<file path="src/common/term_router_pkg.sv">
// Constants and types shared by the input terminal function router
package term_router_pkg;

	// ------------------------------------------------------------
	// Bus and register map
	// ------------------------------------------------------------
	localparam int          NUM_TERM         = 7;
	localparam logic [11:0] SEL_BASE_ADDR    = 12'h000; // Selector n at base + 4n
	localparam logic [11:0] MODE_CFG_ADDR    = 12'h020;
	localparam logic [11:0] TERM_STAT_ADDR   = 12'h024;
	localparam logic [11:0] FUNC_STAT_ADDR   = 12'h028;
	localparam logic [11:0] REJECT_STAT_ADDR = 12'h02c;

	// Mode configuration field positions
	localparam int REMOTE_LSB   = 0;  // Remote function setting, 2 bits
	localparam int STOPC_BIT    = 2;  // Stop-on-contact setting
	localparam int OPMODE_LSB   = 4;  // Operation mode setting, 4 bits
	localparam int BRAKE_BIT    = 8;  // Brake sequence mode
	localparam int COMM_SRC_BIT = 9;  // Communication command source

	// ------------------------------------------------------------
	// Function codes
	// ------------------------------------------------------------
	localparam logic [13:0] FC_LOW     = 14'h0000;
	localparam logic [13:0] FC_MID     = 14'h0001;
	localparam logic [13:0] FC_HIGH    = 14'h0002;
	localparam logic [13:0] FC_SECOND  = 14'h0003;
	localparam logic [13:0] FC_CURIN   = 14'h0004;
	localparam logic [13:0] FC_JOG     = 14'h0005;
	localparam logic [13:0] FC_THERMAL = 14'h0007;
	localparam logic [13:0] FC_REX     = 14'h0008;
	localparam logic [13:0] FC_OPEN    = 14'h000a;
	localparam logic [13:0] FC_ILOCK   = 14'h000c;
	localparam logic [13:0] FC_PID     = 14'h000e;
	localparam logic [13:0] FC_BRAKE   = 14'h000f;
	localparam logic [13:0] FC_PUEXT   = 14'h0010;
	localparam logic [13:0] FC_VF      = 14'h0012;
	localparam logic [13:0] FC_OSTOP   = 14'h0018;
	localparam logic [13:0] FC_HOLD    = 14'h0019;
	localparam logic [13:0] FC_FWD     = 14'h003c;
	localparam logic [13:0] FC_REV     = 14'h003d;
	localparam logic [13:0] FC_RESET   = 14'h003e;
	localparam logic [13:0] FC_PUNET   = 14'h0041;
	localparam logic [13:0] FC_EXTNET  = 14'h0042;
	localparam logic [13:0] FC_CMDSRC  = 14'h0043;
	localparam logic [13:0] FC_NONE    = 14'h270f;

	// Selector reset values, terminal 0..6
	localparam logic [13:0] SEL_RESET [NUM_TERM] = '{FC_FWD, FC_REV, FC_LOW, FC_MID, FC_HIGH, FC_OSTOP, FC_RESET};
	localparam logic [3:0]  OPMODE_ILOCK         = 4'h7;
	localparam int          OSTOP_TERM           = 5;

	// ------------------------------------------------------------
	// Response timing
	// ------------------------------------------------------------
	localparam int CLK_MHZ       = 125;
	localparam int FAST_TIME_US  = 2000;  // 2 ms
	localparam int SLOW_TIME_US  = 20000; // 20 ms
	// Filters settle well inside the limit: a quarter of each bound
	localparam int FAST_CYCLES   = FAST_TIME_US * CLK_MHZ / 4;
	localparam int SLOW_CYCLES   = SLOW_TIME_US * CLK_MHZ / 4;

	// Speed source chosen by priority
	typedef enum logic [3:0] {
		SPD_NONE  = 4'b0001,
		SPD_PID   = 4'b0010,
		SPD_MULTI = 4'b0100,
		SPD_JOG   = 4'b1000
	} speed_src_t;

endpackage

</file>
<file path="src/input_terminal_function_router.sv">
// Input terminal function router with APB selector registers
//
// Decided for this implementation: the APB interface to the registers and the register addresses.
`timescale 1ns/1ps
`default_nettype none

//Contract
// - Seven selectors with documented reset codes
// - Decode 10,12,14,15,18,24,25,62
// - Remote setting reinterprets speed codes
// - Stop-on-contact reinterprets codes 0, 3
// - Thermal trip active on open contact
// - Shared codes OR their terminals
// - Jog over multi-speed over PID
// - Output stop doubles as enable
// - Output stop doubles as interlock in operation mode 7
// - V/F change applied only when stopped
// - V/F while running enables second set
// - Current input masks voltage input
// - Enable and output stop within 2ms
// - Other functions within 20ms
// - Output-stop selector only under communication
// - Speed and remote share terminals
// - Brake feedback feeds brake sequence
module input_terminal_function_router
	import term_router_pkg::*;
(
	input  wire logic        CLK_SYS,          // System clock, 125 MHz
	input  wire logic        RST,              // Synchronous reset, active high
	input  wire logic        PSEL,             // APB select
	input  wire logic        PENABLE,          // APB enable
	input  wire logic        PWRITE,           // APB direction
	input  wire logic [11:0] PADDR,            // APB byte address
	input  wire logic [31:0] PWDATA,           // APB write data
	output logic      [31:0] PRDATA,           // APB read data
	output logic             PREADY,           // APB ready
	output logic             PSLVERR,          // APB error
	input  wire logic [6:0]  TERM_IN,          // Terminal contacts, 1 = closed
	input  wire logic        COMM_OSTOP,       // Output-stop bit from communication
	input  wire logic        DRIVE_RUNNING,    // Drive is running
	output logic             FORWARD_START,    // Forward start
	output logic             REVERSE_START,    // Reverse start
	output logic             LOW_SPEED,        // Low speed step
	output logic             MID_SPEED,        // Middle speed step
	output logic             HIGH_SPEED,       // High speed step
	output logic             REMOTE_CLEAR,     // Remote setting clear
	output logic             REMOTE_DECEL,     // Remote decelerate
	output logic             REMOTE_ACCEL,     // Remote accelerate
	output logic             STOPC_SEL0,       // Stop-on-contact select 0
	output logic             STOPC_SEL1,       // Stop-on-contact select 1
	output logic             SECOND_SET,       // Second parameter set
	output logic             VOLTAGE_IN_EN,    // Voltage analog input usable
	output logic             JOG_SELECT,       // Jog
	output logic             THERMAL_TRIP,     // External thermal trip
	output logic             FIFTEEN_SPEED,    // Fifteen speed extension
	output logic             OPERATION_ENABLE, // Operation enable
	output logic             PANEL_INTERLOCK,  // Panel operation interlock
	output logic             PID_ACTIVE,       // PID command in use
	output logic             BRAKE_CONFIRM,    // Brake released confirmation
	output logic             VF_CONTROL,       // V/F control applied
	output logic             OUTPUT_STOP,      // Output stop
	output logic             START_HOLD,       // Start self-hold
	output logic             DRIVE_RESET,      // Drive reset
	output logic             SEL_EXTERNAL,     // External operation select
	output logic             SEL_PANEL,        // Panel operation select
	output logic             SEL_NETWORK,      // Network operation select
	output logic             ALT_CMD_SOURCE,   // Alternative command source
	output logic [3:0]       SPEED_SOURCE      // One-hot speed source
);

	// ------------------------------------------------------------
	// State
	// ------------------------------------------------------------
	typedef struct packed {
		logic [NUM_TERM-1:0][13:0] sel;
		logic [9:0]                mode;
		logic [NUM_TERM-1:0]       meta;
		logic [NUM_TERM-1:0]       sync;
		logic [NUM_TERM-1:0]       filt;
		logic [NUM_TERM-1:0][21:0] cnt;
		logic                      comm_meta;
		logic                      comm_sync;
		logic                      vf_applied;
		logic [NUM_TERM-1:0]       reject;
		logic [31:0]               prdata;
		logic                      pready;
		logic                      pslverr;
		logic [33:0]               outs;
	} state_t;

	state_t s_q;
	state_t s_d;

	logic [NUM_TERM-1:0] fast_term;
	logic [33:0]         o;

	// A terminal's filter runs fast only when it carries a fast function (output stop or operation enable)
	generate
		for (genvar t = 0; t < NUM_TERM; t++) begin : g_fast
			assign fast_term[t] = (s_q.sel[t] == FC_OSTOP) || (s_q.sel[t] == FC_OPEN);
		end
	endgenerate

	// Code legality per selector
	function automatic logic code_ok(input int t, input logic [13:0] c);
		logic ok;
		ok = (c <= FC_JOG) || (c == FC_THERMAL) || (c == FC_REX) || (c == FC_OPEN) ||
			(c == FC_ILOCK) || ((c >= FC_PID) && (c <= FC_PUEXT)) || (c == FC_VF) ||
			(c == FC_OSTOP) || (c == FC_HOLD) || (c == FC_RESET) ||
			((c >= FC_PUNET) && (c <= FC_CMDSRC)) || (c == FC_NONE);
		if (c == FC_FWD) begin
			ok = (t == 0);
		end else if (c == FC_REV) begin
			ok = (t == 1);
		end
		return ok;
	endfunction

	// OR of all terminals assigned to one code
	function automatic logic any_on(input state_t s, input logic [NUM_TERM-1:0] v, input logic [13:0] c);
		logic r;
		r = 1'b0;
		for (int t = 0; t < NUM_TERM; t++) begin
			if (s.sel[t] == c) begin
				r = r | v[t];
			end
		end
		return r;
	endfunction

	function automatic logic assigned(input state_t s, input logic [13:0] c);
		logic r;
		r = 1'b0;
		for (int t = 0; t < NUM_TERM; t++) begin
			r = r | (s.sel[t] == c);
		end
		return r;
	endfunction

	// ------------------------------------------------------------
	// Next state
	// ------------------------------------------------------------
	always_comb begin
		logic [NUM_TERM-1:0] eff;
		logic                remote;
		logic                stopc;
		logic                ostop;
		logic                vf_req;
		logic                jog;
		logic                multi;
		logic                pid;
		logic [13:0]         wcode;
		logic [21:0]         lim;
		int                  idx;
		eff    = '0;
		remote = 1'b0;
		stopc  = 1'b0;
		ostop  = 1'b0;
		vf_req = 1'b0;
		jog    = 1'b0;
		multi  = 1'b0;
		pid    = 1'b0;
		wcode  = PWDATA[13:0];
		lim    = '0;
		idx    = 0;
		s_d    = s_q;
		o      = '0;

		// Two-stage synchronisers on pins
		s_d.meta      = TERM_IN;
		s_d.sync      = s_q.meta;
		s_d.comm_meta = COMM_OSTOP;
		s_d.comm_sync = s_q.comm_meta;

		for (int t = 0; t < NUM_TERM; t++) begin
			lim = fast_term[t] ? 22'(FAST_CYCLES) : 22'(SLOW_CYCLES);
			if (s_q.sync[t] == s_q.filt[t]) begin
				s_d.cnt[t] = '0;
			end else if (s_q.cnt[t] >= lim - 22'h1) begin
				s_d.filt[t] = s_q.sync[t];
				s_d.cnt[t]  = '0;
			end else begin
				s_d.cnt[t] = s_q.cnt[t] + 22'h1;
			end
		end

		// output-stop terminal follows communication bit in comm source
		eff = s_q.filt;
		if (s_q.mode[COMM_SRC_BIT]) begin
			eff[OSTOP_TERM] = s_q.comm_sync;
		end

		// APB slave, answers in the access cycle
		s_d.pready  = 1'b0;
		s_d.pslverr = 1'b0;
		if (PSEL && !PENABLE) begin
			s_d.pready = 1'b1;
			s_d.prdata = '0;
			idx        = int'(PADDR[4:2]);
			if ((PADDR < MODE_CFG_ADDR) && (PADDR[1:0] == 2'b00) && (idx < NUM_TERM)) begin
				s_d.prdata = 32'(s_q.sel[idx]);
				if (PWRITE && code_ok(idx, wcode) && (PWDATA[31:14] == '0)) begin
					s_d.sel[idx] = wcode;
				end else if (PWRITE) begin
					s_d.reject[idx] = 1'b1;
					s_d.pslverr     = 1'b1;
				end
			end else if (PADDR == MODE_CFG_ADDR) begin
				s_d.prdata = 32'(s_q.mode);
				if (PWRITE) begin
					s_d.mode = PWDATA[9:0];
				end
			end else if (PADDR == TERM_STAT_ADDR) begin
				s_d.prdata = 32'(s_q.filt);
			end else if (PADDR == FUNC_STAT_ADDR) begin
				s_d.prdata = {1'b0, s_q.outs[30:0]};
			end else if (PADDR == REJECT_STAT_ADDR) begin
				s_d.prdata = 32'(s_q.reject);
				// Write one to clear reject flags
				if (PWRITE) begin
					s_d.reject = s_q.reject & ~PWDATA[6:0];
				end
			end else begin
				s_d.pslverr = 1'b1;
			end
		end

		// Function decode
		remote = (s_q.mode[REMOTE_LSB +: 2] == 2'h1) || (s_q.mode[REMOTE_LSB +: 2] == 2'h2);
		stopc  = s_q.mode[STOPC_BIT];
		o[0]   = any_on(s_q, eff, FC_FWD);
		o[1]   = any_on(s_q, eff, FC_REV);
		o[2]   = any_on(s_q, eff, FC_LOW) && !remote && !stopc;
		o[3]   = any_on(s_q, eff, FC_MID) && !remote;
		o[4]   = any_on(s_q, eff, FC_HIGH) && !remote;
		o[5]   = any_on(s_q, eff, FC_LOW) && remote && !stopc;
		o[6]   = any_on(s_q, eff, FC_MID) && remote;
		o[7]   = any_on(s_q, eff, FC_HIGH) && remote;
		o[8]   = any_on(s_q, eff, FC_LOW) && stopc;
		o[9]   = any_on(s_q, eff, FC_SECOND) && stopc;
		o[11]  = !any_on(s_q, eff, FC_CURIN);
		jog    = any_on(s_q, eff, FC_JOG);
		o[12]  = jog;
		// open contact means trip; unassigned stays quiet
		o[13]  = assigned(s_q, FC_THERMAL) && !any_on(s_q, eff, FC_THERMAL);
		o[14]  = any_on(s_q, eff, FC_REX);
		// output stop ORs all its terminals
		ostop  = any_on(s_q, eff, FC_OSTOP);
		o[20]  = ostop;
		o[15]  = assigned(s_q, FC_OPEN) ? any_on(s_q, eff, FC_OPEN) : ostop;
		// interlock shared in operation mode 7
		o[16]  = assigned(s_q, FC_ILOCK) ? any_on(s_q, eff, FC_ILOCK) :
			((s_q.mode[OPMODE_LSB +: 4] == OPMODE_ILOCK) && ostop);
		// brake feedback only in brake sequence mode
		o[18]  = s_q.mode[BRAKE_BIT] && any_on(s_q, eff, FC_BRAKE);
		vf_req = any_on(s_q, eff, FC_VF);
		if (!DRIVE_RUNNING) begin
			s_d.vf_applied = vf_req;
		end
		o[19]  = s_q.vf_applied;
		// V/F requested while running enables second set at once
		o[10]  = (any_on(s_q, eff, FC_SECOND) && !stopc) || vf_req;
		o[21]  = any_on(s_q, eff, FC_HOLD);
		o[22]  = any_on(s_q, eff, FC_RESET);
		o[23]  = any_on(s_q, eff, FC_PUEXT);
		o[24]  = any_on(s_q, eff, FC_PUNET);
		o[25]  = any_on(s_q, eff, FC_EXTNET);
		o[26]  = any_on(s_q, eff, FC_CMDSRC);
		multi  = o[2] || o[3] || o[4] || o[14];
		pid    = any_on(s_q, eff, FC_PID);
		o[17]  = pid && !jog && !multi;
		if (jog) begin
			o[30:27] = SPD_JOG;
		end else if (multi) begin
			o[30:27] = SPD_MULTI;
		end else if (pid) begin
			o[30:27] = SPD_PID;
		end else begin
			o[30:27] = SPD_NONE;
		end
		s_d.outs = o;

		if (RST) begin
			s_d = '0;
			for (int t = 0; t < NUM_TERM; t++) begin
				s_d.sel[t] = SEL_RESET[t];
			end
			s_d.outs[11]    = 1'b1;
			s_d.outs[30:27] = SPD_NONE;
		end
	end

	// ------------------------------------------------------------
	// Registers
	// ------------------------------------------------------------
	always_ff @(posedge CLK_SYS) begin
		s_q <= s_d;
	end

	// Outputs straight from the state register
	assign PRDATA           = s_q.prdata;
	assign PREADY           = s_q.pready;
	assign PSLVERR          = s_q.pslverr;
	assign FORWARD_START    = s_q.outs[0];
	assign REVERSE_START    = s_q.outs[1];
	assign LOW_SPEED        = s_q.outs[2];
	assign MID_SPEED        = s_q.outs[3];
	assign HIGH_SPEED       = s_q.outs[4];
	assign REMOTE_CLEAR     = s_q.outs[5];
	assign REMOTE_DECEL     = s_q.outs[6];
	assign REMOTE_ACCEL     = s_q.outs[7];
	assign STOPC_SEL0       = s_q.outs[8];
	assign STOPC_SEL1       = s_q.outs[9];
	assign SECOND_SET       = s_q.outs[10];
	assign VOLTAGE_IN_EN    = s_q.outs[11];
	assign JOG_SELECT       = s_q.outs[12];
	assign THERMAL_TRIP     = s_q.outs[13];
	assign FIFTEEN_SPEED    = s_q.outs[14];
	assign OPERATION_ENABLE = s_q.outs[15];
	assign PANEL_INTERLOCK  = s_q.outs[16];
	assign PID_ACTIVE       = s_q.outs[17];
	assign BRAKE_CONFIRM    = s_q.outs[18];
	assign VF_CONTROL       = s_q.outs[19];
	assign OUTPUT_STOP      = s_q.outs[20];
	assign START_HOLD       = s_q.outs[21];
	assign DRIVE_RESET      = s_q.outs[22];
	assign SEL_EXTERNAL     = s_q.outs[23];
	assign SEL_PANEL        = s_q.outs[24];
	assign SEL_NETWORK      = s_q.outs[25];
	assign ALT_CMD_SOURCE   = s_q.outs[26];
	assign SPEED_SOURCE     = s_q.outs[30:27];

endmodule

`default_nettype wire

</file>
<file path="config.mk">
export PLATFORM = sky130hd
export DESIGN_NAME = input_terminal_function_router
export DESIGN_NICKNAME = d
export VERILOG_FILES = /design/src/common/term_router_pkg.sv /design/src/input_terminal_function_router.sv
export SDC_FILE = /design/constraint.sdc
export NUM_CORES = 1
export LEC_CHECK = 0
export BUFFER_PORTS_ARGS = -buffer_cell sky130_fd_sc_hd__buf_2
export CAP_MARGIN = 25
export CORE_MARGIN = 4
export CORE_UTILIZATION = 45
export DETAILED_ROUTE_END_ITERATION = 8
export PLACE_DENSITY = 0.7
export SYNTH_ARGS = -nofsm -noshare
export SYNTH_HDL_FRONTEND = slang
export SYNTH_SLANG_ARGS = --single-unit
</file>
<file path="constraint.sdc">
create_clock -name CLK_SYS -period 4.8 [get_ports CLK_SYS]
set_clock_uncertainty 0.1 [all_clocks]
set_input_delay 0.72 -clock CLK_SYS [delete_from_list [all_inputs] [get_ports CLK_SYS]]
set_output_delay 0.72 -clock CLK_SYS [all_outputs]
set_load 0.01 [all_outputs]
</file>
After elaboration in Yosys (flattened, before gate mapping)
Cells that the tools add are included.
- shifts and indexed selects: 0
- add/subtract/negate cells: 14
- multiplexer cells: 197
- divide/modulo/power cells: 0
- reductions and logical operators: 86
- eq/ne operators: 178
- bitwise logic cells: 162
- magnitude comparators: 16
- $mul: 0
- operators by type and width (kind ; number):
    14-bit by 4-bit equality test with 1-bit output, second input constant ; 38
    14-bit by 5-bit equality test with 1-bit output, second input constant ; 31
    14-bit by 6-bit equality test with 1-bit output, second input constant ; 24
    14-bit by 3-bit equality test with 1-bit output, second input constant ; 22
    14-bit by 7-bit equality test with 1-bit output, second input constant ; 21
    14-bit by 2-bit equality test with 1-bit output, second input constant ; 14
    1-bit 2-to-1 mux ; 169
    22-bit by 1-bit adder with 22-bit output, second input constant ; 7
    22-bit >= comparator ; 7
    1-bit bitwise OR ; 150
    20-bit by 1-bit subtractor with 21-bit output, second input constant ; 7
    20-bit 2-to-1 mux ; 7
    98-bit bitwise mux ; 1
    14-bit by 1-bit equality test with 1-bit output, second input constant ; 7
    14-bit zero test ; 7
    32-bit 2-to-1 mux ; 3
    39-bit 2-to-1 mux ; 2
    12-bit by 6-bit equality test with 1-bit output, second input constant ; 4
    14-bit binary-select mux with 3-bit select ; 1
    14-bit demux with 3-bit select ; 1
    7-bit 2-to-1 mux ; 6
    14-bit 2-to-1 mux ; 2
    1-bit logical AND ; 24
    3-bit OR reduction ; 8
    36 further kinds ; 90
- RAM bits: 0
- logic and storage cells: 687
- input port bits: 58
- output and inout port bits: 65
- bits in read-only memories: 0
- register bits: 358
- memories: 0
- bits in latches: 0

Depth between registers and ports, before layout
Gate-level depths: netlist (run 1).
- depth after elaboration: 21
- gate-level depth with buffers: 16
- depth with buffers taken out: 15

Worst setup path after synthesis (run 1)
OpenSTA, ideal clock, no wires.
- kind: register to register
- start: register s_q[273] in the netlist's numbering
- end: register s_q[81] in the netlist's numbering
- data required time: 4.635 ns
- clock period less this slack: 4.490 ns
- library setup time: 0.065 ns
- path buffers: 1
- stages on the path, launching flop included: 15
- data arrival time: 4.325 ns
- slack: 0.310 ns
- cells stage by stage: dfxtp_1 > nor4_1 > nand2_1 > or4b_2 > mux2_2 > nor3_1 > ha_1 > a2111oi_0 > nor3_1 > o31a_1 > o31ai_1 > o211ai_1 > or3_1 > clkbuf_1 > nor2_1
- longest elaborated chain between the ends: 6
- elaborated cells between the ends (all ways): 7
- those cells by class: 1 x add/sub; 1 x order compare; 2 x eq/ne; 1 x mux; 2 x reduce/logical
- ends and longest elaborated chain (item ; line ; text):
    start: declaration ; input_terminal_function_router.sv:91 ; state_t s_q;
    start signal: assignment ; input_terminal_function_router.sv:297 ; s_q <= s_d;
    14-bit by 5-bit equality test with 1-bit output / 14-bit by 4-bit equality test with 1-bit output (equally long branches) ; input_terminal_function_router.sv:100 ; assign fast_term[t] = (s_q.sel[t] == FC_OSTOP) || (s_q.sel[t] == FC_OPEN);
    1-bit logical OR (*) ; input_terminal_function_router.sv:100 ;
    20-bit 2-to-1 mux (*) ; input_terminal_function_router.sv:176 ; lim = fast_term[t] ? 22'(FAST_CYCLES) : 22'(SLOW_CYCLES);
    20-bit by 1-bit subtractor with 21-bit output (*) ; input_terminal_function_router.sv:179 ; end else if (s_q.cnt[t] >= lim - 22'h1) begin
    22-bit >= comparator (*) ; input_terminal_function_router.sv:179 ;
    3-bit OR reduction (no source line) (*) ; n/a ;
Every way passes the cells marked *; elsewhere a longest branch is shown, timed or not.
A chain may end at the register's enable or synchronous reset.

Worst setup path after layout (run 1)
- start: register s_q[355] in the netlist's numbering
- end: register s_q[220] in the netlist's numbering
The elaborated chain is that of the path after synthesis.

==> metrics.yaml, run 1 <==
status: "finished, final reports clean"
tightest_slew_ns: 0.9317
yosysTopAreaCell: "dfxtp_1"
layout-drive-gt1-share_pct: 12.52
cts_tree: "done"
p_int_mw: 4.970
setup_viol: 0
synth.most_common_cell: "dfxtp_1"
final_nets: 2396
routed-via-count: 16895
seqPwrFrac_pct: 46.9
setup_tns_ns: 0
crit_arrival_ns: 5.02
port_buffers: 121
ir_drop_v: 0.0001975
via_per_inst: 5.995
worstPathRequired_ns: 5.19
hold_violations: 0
grtUsageTotal_pct: 25.42
synth_edf_count: 0
die_area_um2: 44240
antenna_cells: 0
routed_wl_um: 58130
ios: 123
path_class: "reg2reg"
critPathLaunchType: "flop"
synth_commonest_cells: "dfxtp_1 (356), nor2_1 (355), nand2_1 (188), nand3_1 (115), a21oi_1 (96)"
die_w_um: 210.3
area_growth_pct: 12.88
fillers: 3717
period_share_pct: 96.52
gp_congestion: 1.062
synth.area.top_cells: "dfxtp_1 (39%), nor2_1 (7.2%), ha_1 (5.2%)"
switching_share_pct: 22.01
syn_inst: 2187
yosysTopAreaCellShare_pct: 38.69
grt_antenna_before_repair: 1
drtIter0Drc: 2028
cts_buffers: 41
grt-ovfl-total: 0
clk_pin_slew_ns: 0.06
hold_buffers: 0
grt_pass1_vias: 16114
dp_hpwl_um: 43280
hp-class: "in2reg"
ctsHtreeMaxLevel: 2
detail_route.wl_per_cell_um: 20.63
clock.fmax_mhz: 215.8
synth_area_um2: 18420
core_um2: 40100
pwr-share-comb_pct: 3.5
slew_headroom_pct: 37.41
ys.flop_type: "dfxtp_1"
firstDrtPassIters: 7
pwr-share-clk_pct: 49.6
critPathCaptureType: "flop"
clockBufferDepth: 3
cts-root-buf: "clkbuf_16"
regMostFlops: "s_q"
leakagePower_nw: 8.039
maxCapViolCount: 0
grt_max_degree: 125
route.detailed.drc: 0
cts_setup_buffers: 0
rows: 73
avgSynthCellArea_um2: 8.423
yosys_warnings: 0
synth-seq-area-share_pct: 38.69
synthArstFlopShare_pct: 0
die_h_um: 210.3
p_sw_mw: 1.403
grt_first_pass_wirelength_um: 90760
largest_register_ffs: 292
synth-seq-cells: 356
initial_core_util_pct: 45.94
detail-route-antenna-nets: 0
insertion_delay_ns: 0.57
cp_max_fo: 21
ys_types: 83
cellPowerDensity_nw_per_um2: 306.5
layout_min_cycle_time_ns: 4.633
cts.sinks: 356
final_max_slew_viol_count: 0
rsz0062_at_grt: "false"
final_core_util_pct: 51.86
metal layers:
| layer | wire [um] | up-vias | global-route usage, % |
|---|---|---|---|
| li1 | - | 7922 | - |
| met1 | 24600 | 8038 | 34.27 |
| met2 | 25490 | 756 | 39.30 |
| met3 | 5778 | 177 | 6.816 |
| met4 | 2250 | 2 | 9.451 |
| met5 | 11 | - | 0 |
cell type report:
cell class | instances | area [um^2] | area share [%]
clock buffer | 57 | 1209 | 5.813
sequential | 356 | 7127 | 34.27
multi-input combinational | 1657 | 10480 | 50.40
clock inverter | 18 | 181.4 | 0.8725
inverter | 37 | 138.9 | 0.6679
timing repair buffer | 168 | 1001 | 4.814
tap | 525 | 656.9 | 3.159
cells in the final DEF (no fill, tap or decap), types with 30 or more instances in the layout:
| cell | count |
|---|---|
| inv_1 | 37 |
| nor3_1 | 58 |
| nand3_1 | 115 |
| and3_1 | 60 |
| mux2i_1 | 51 |
| ha_1 | 77 |
| buf_2 | 120 |
| buf_4 | 43 |
| dfxtp_1 | 356 |
| xnor2_1 | 67 |
| xor2_1 | 70 |
| a22oi_1 | 33 |
| nand4_1 | 47 |
| nor4_1 | 30 |
| o21ai_0 | 39 |
| nor2b_1 | 37 |
| nor2_1 | 355 |
| clkbuf_16 | 43 |
| a21oi_1 | 96 |
| nand2_1 | 188 |
kinds of logic (layout without fill, tap and decap cells):
group | Yosys count | in the layout | synth area share (%)
buffers and inverters | 181 | 280 | 4.768
AOI/OAI and AO/OA | 335 | 335 | 12.27
xor gates and xnor gates | 137 | 137 | 6.514
muxes | 71 | 71 | 4.850
and+or+nand+nor | 1029 | 1029 | 27.66
DFF | 356 | 356 | 38.69
other | 1 | 8 | 0.02036
adders and majority gates | 77 | 77 | 5.230
power groups by stage:
stage          Clock (mW)  Sequential [mW]  Combinational, mW
6_report             3.16             2.99              0.223
3_3_place_gp            0             3.05              0.212
3_5_place_dp            0             3.05              0.218
2_1_floorplan           0             3.05              0.135
5_1_grt              3.34             2.99              0.238
4_1_cts              3.23             2.99              0.220
final timing paths:
path                              start             endpoint  slack, ns  depth (start not counted)
setup reg to reg  s_q[355]$_SDFFE_PP0P_  s_q[220]$_SDFF_PP0_       0.17                         11
hold / removal               TERM_IN[2]  s_q[248]$_SDFF_PP0_       0.27                          2
hold reg to reg     s_q[144]$_SDFF_PP0_  s_q[144]$_SDFF_PP0_       0.34                          1
setup / recovery  s_q[355]$_SDFFE_PP0P_  s_q[220]$_SDFF_PP0_       0.17                         11
critical path, stage by stage (launching register included):
cell,delay (ns)
dfxtp_1,0.33
nor4_2,0.57
nand4b_1,0.29
nor3_1,0.49
a31o_2,0.34
ha_1,0.30
a2111oi_0,0.48
o211ai_1,0.14
a2111oi_0,0.45
o31ai_1,0.17
or3_2,0.69
nor2_1,0.18
per-stage QoR:
stage	power [mW]	area, um^2	cells	worst slack (ns)	hold slack (ns)
floorplan	3.181	18450	2194	0.3098	0.3138
global placement	3.263	19320	2739	0.3461	0.3257
detailed placement	3.270	19370	2742	0.06043	0.3348
CTS	6.441	20760	2817	0.003341	0.2437
global route	6.569	20790	2818	0.01058	0.2618
finish	6.373	20790	2818	0.1668	0.2710
repair_timing:
item | CTS | global route
setup endpoints to repair | 0 | 56
gates resized for setup | 0 | 6
endpoints found under the hold margin | 0 | 0
Note: power is estimated with default switching activity, not from simulation.
==> inputs of run 2 (changes only) <==
--- a/config.mk
+++ b/config.mk
@@ -5,12 +5,13 @@
 export SDC_FILE = /design/constraint.sdc
 export NUM_CORES = 1
 export LEC_CHECK = 0
+export ABC_AREA = 1
 export BUFFER_PORTS_ARGS = -buffer_cell sky130_fd_sc_hd__buf_2
 export CAP_MARGIN = 25
 export CORE_MARGIN = 4
 export CORE_UTILIZATION = 45
 export DETAILED_ROUTE_END_ITERATION = 8
-export PLACE_DENSITY = 0.7
+export PLACE_DENSITY = 0.69
 export SYNTH_ARGS = -nofsm -noshare
 export SYNTH_HDL_FRONTEND = slang
 export SYNTH_SLANG_ARGS = --single-unit
==> run 2 against run 1 <==
Against the previous run: via count grew 22%; maximum frequency grew 15%; synthesized cell count grew 39%; critical path depth grew 4; sequential power is essentially flat; first-iteration DRC count shrank 2.3%; sequential share of layout area shrank 2.7 points; clock power shrank 3%; flip-flop and latch count is the same; global-route usage grew 2.3 points; critical endpoint is now s_q[102]$_SDFF_PP0_; largest power group unchanged.
==> metrics.yaml, run 2 <==
ios: 123
period_share_pct: 83.72
insertion_delay_ns: 0.58
cts.sinks: 356
worstPathRequired_ns: 5.17
ys_types: 59
grtUsageTotal_pct: 27.74
clock.fmax_mhz: 248.8
rsz0062_at_grt: "false"
grt_antenna_before_repair: 0
hold_violations: 0
routed-via-count: 20549
grt-ovfl-total: 0
layout-drive-gt1-share_pct: 8.344
final_core_util_pct: 50.81
cts_tree: "done"
status: "finished, final reports clean"
clk_pin_slew_ns: 0.06
antenna_cells: 0
avgSynthCellArea_um2: 6.697
layout_common_cells: "nand2_1 (590), nor2_1 (515), inv_1 (385)"
synth.area.top_cells: "dfxtp_1 (35%), nand2_1 (11%), nor2_1 (9.5%)"
dp_hpwl_um: 54260
die_h_um: 220.5
grt_max_degree: 52
cts_buffers: 41
synth_area_um2: 20320
die_w_um: 220.5
gp_congestion: 1.048
dp.cells: 3656
cts_setup_buffers: 0
ys.flop_type: "dfxtp_1"
yosys_warnings: 0
crit_arrival_ns: 4.39
core_um2: 44410
grt_pass1_vias: 18611
area_growth_pct: 11.07
syn_inst: 3034
hold_buffers: 0
die_area_um2: 48620
ir_drop_v: 0.0002284
detail-route-antenna-nets: 0
via_per_inst: 5.506
routed_wl_um: 69520
firstDrtPassIters: 9
clockBufferDepth: 3
grt_first_pass_wirelength_um: 105600
synth.most_common_cell: "nand2_1"
detail_route.wl_per_cell_um: 18.63
regMostFlops: "s_q"
cts-root-buf: "clkbuf_16"
rows: 77
setup_viol: 0
final_max_slew_viol_count: 0
tightest_slew_ns: 0.9364
fin_cells: 3732
synth-seq-area-share_pct: 35.08
critPathLaunchType: "flop"
critPathCaptureType: "flop"
synth_edf_count: 0
path_class: "reg2reg"
route.detailed.drc: 0
initial_core_util_pct: 45.75
port_buffers: 121
leakagePower_nw: 10.08
ctsHtreeMaxLevel: 2
cellPowerDensity_nw_per_um2: 281.6
slew_headroom_pct: 37.12
maxCapViolCount: 0
cp_max_fo: 21
layout_min_cycle_time_ns: 4.019
layout_commonest_cell: "nand2_1"
yosysTopAreaCellShare_pct: 35.08
hp-class: "in2reg"
synth_commonest_cells: "nand2_1 (590), nor2_1 (515), inv_1 (385), dfxtp_1 (356), nand3_1 (226)"
yosysTopAreaCell: "dfxtp_1"
synth-seq-cells: 356
largest_register_ffs: 292
setup_tns_ns: 0
final_nets: 3243
cts_resized: 0
synthArstFlopShare_pct: 0
drtIter0Drc: 1981
run 2: cell count changes in the layout (fill, tap and decap cells not counted), moves of 25 or more:
cell	change
nor2b_1	-37
nand3_1	+111
o21ai_0	+54
inv_1	+348
nand4_1	+41
a21oi_1	+50
nor3_1	+35
and3_1	-51
xnor2_1	-47
nand2_1	+402
a22oi_1	-25
mux2i_1	-51
nor2_1	+160
run 2: path summary, 6_finish.rpt:
kind	startpoint	to	slack [ns]	cells past startpoint
setup / recovery	s_q[288]$_SDFFE_PP0P_	s_q[102]$_SDFF_PP0_	0.78	15
hold / removal	COMM_OSTOP	s_q[77]$_SDFF_PP0_	0.26	3
setup reg to reg	s_q[288]$_SDFFE_PP0P_	s_q[102]$_SDFF_PP0_	0.78	15
hold reg to reg	s_q[77]$_SDFF_PP0_	s_q[76]$_SDFF_PP0_	0.31	2
run 2: worst max-delay path: stages (launching register included):
cell and delay (ns):
dfxtp_1 0.32, nor2_1 0.09, nand2_1 0.06, nor2_1 0.52, inv_1 0.19, nor2_1 0.21
nand3_1 0.17, nand2_1 0.31, inv_1 0.16, ha_1 0.33, a21oi_1 0.12, o21ai_0 0.08
o21ai_0 0.17, nand3_1 0.12, nand3b_1 0.65, a21oi_1 0.31
run 2: logic make-up (layout without fill, tap and decap cells):
logic type	count (synthesis)	in the layout	synth area share [%]
AO/OA/AOI/OAI	383	383	11.03
AND/OR/NAND/NOR	1608	1608	34.72
XOR/XNOR	93	93	4.009
adder cells (fa/ha/maj)	77	77	4.742
flip-flops	356	356	35.08
buffers and inverters	516	615	10.41
other	1	8	0.01846
run 2: where the power goes:
part | switching (mW) | internal (mW)
Sequential | 0.0208 | 2.98
Combinational | 0.205 | 0.0699
Clock | 1.24 | 1.84
run 2: layout make-up:
class	instances	area, um^2
fill	4493	21850
timing repair buffer	142	763.2
inverter	398	1496
clock buffer	63	1241
sequential	356	7127
tap	592	740.7
multi-input combinational	2169	11100
clock inverter	12	95.09
run 2: metrics by stage:
step	area [um^2]	hold WS (ns)	worst slack [ns]	power [mW]
finish	22570	0.2619	0.7815	6.355
global route	22570	0.2705	0.2704	6.576
CTS	22560	0.2470	0.5570	6.424
detailed placement	21220	0.3012	0.5850	3.334
global placement	21220	0.2994	0.8050	3.333
floorplan	20340	0.2883	1.569	3.218
run 2: per-layer routing:
metal	routed length, um	vias up	global-route usage [%]
li1	-	10021	-
met2	31290	860	44.47
met1	29970	9501	37.85
met3	5329	167	3.845
met4	2928	0	11.15
met5	0	-	0
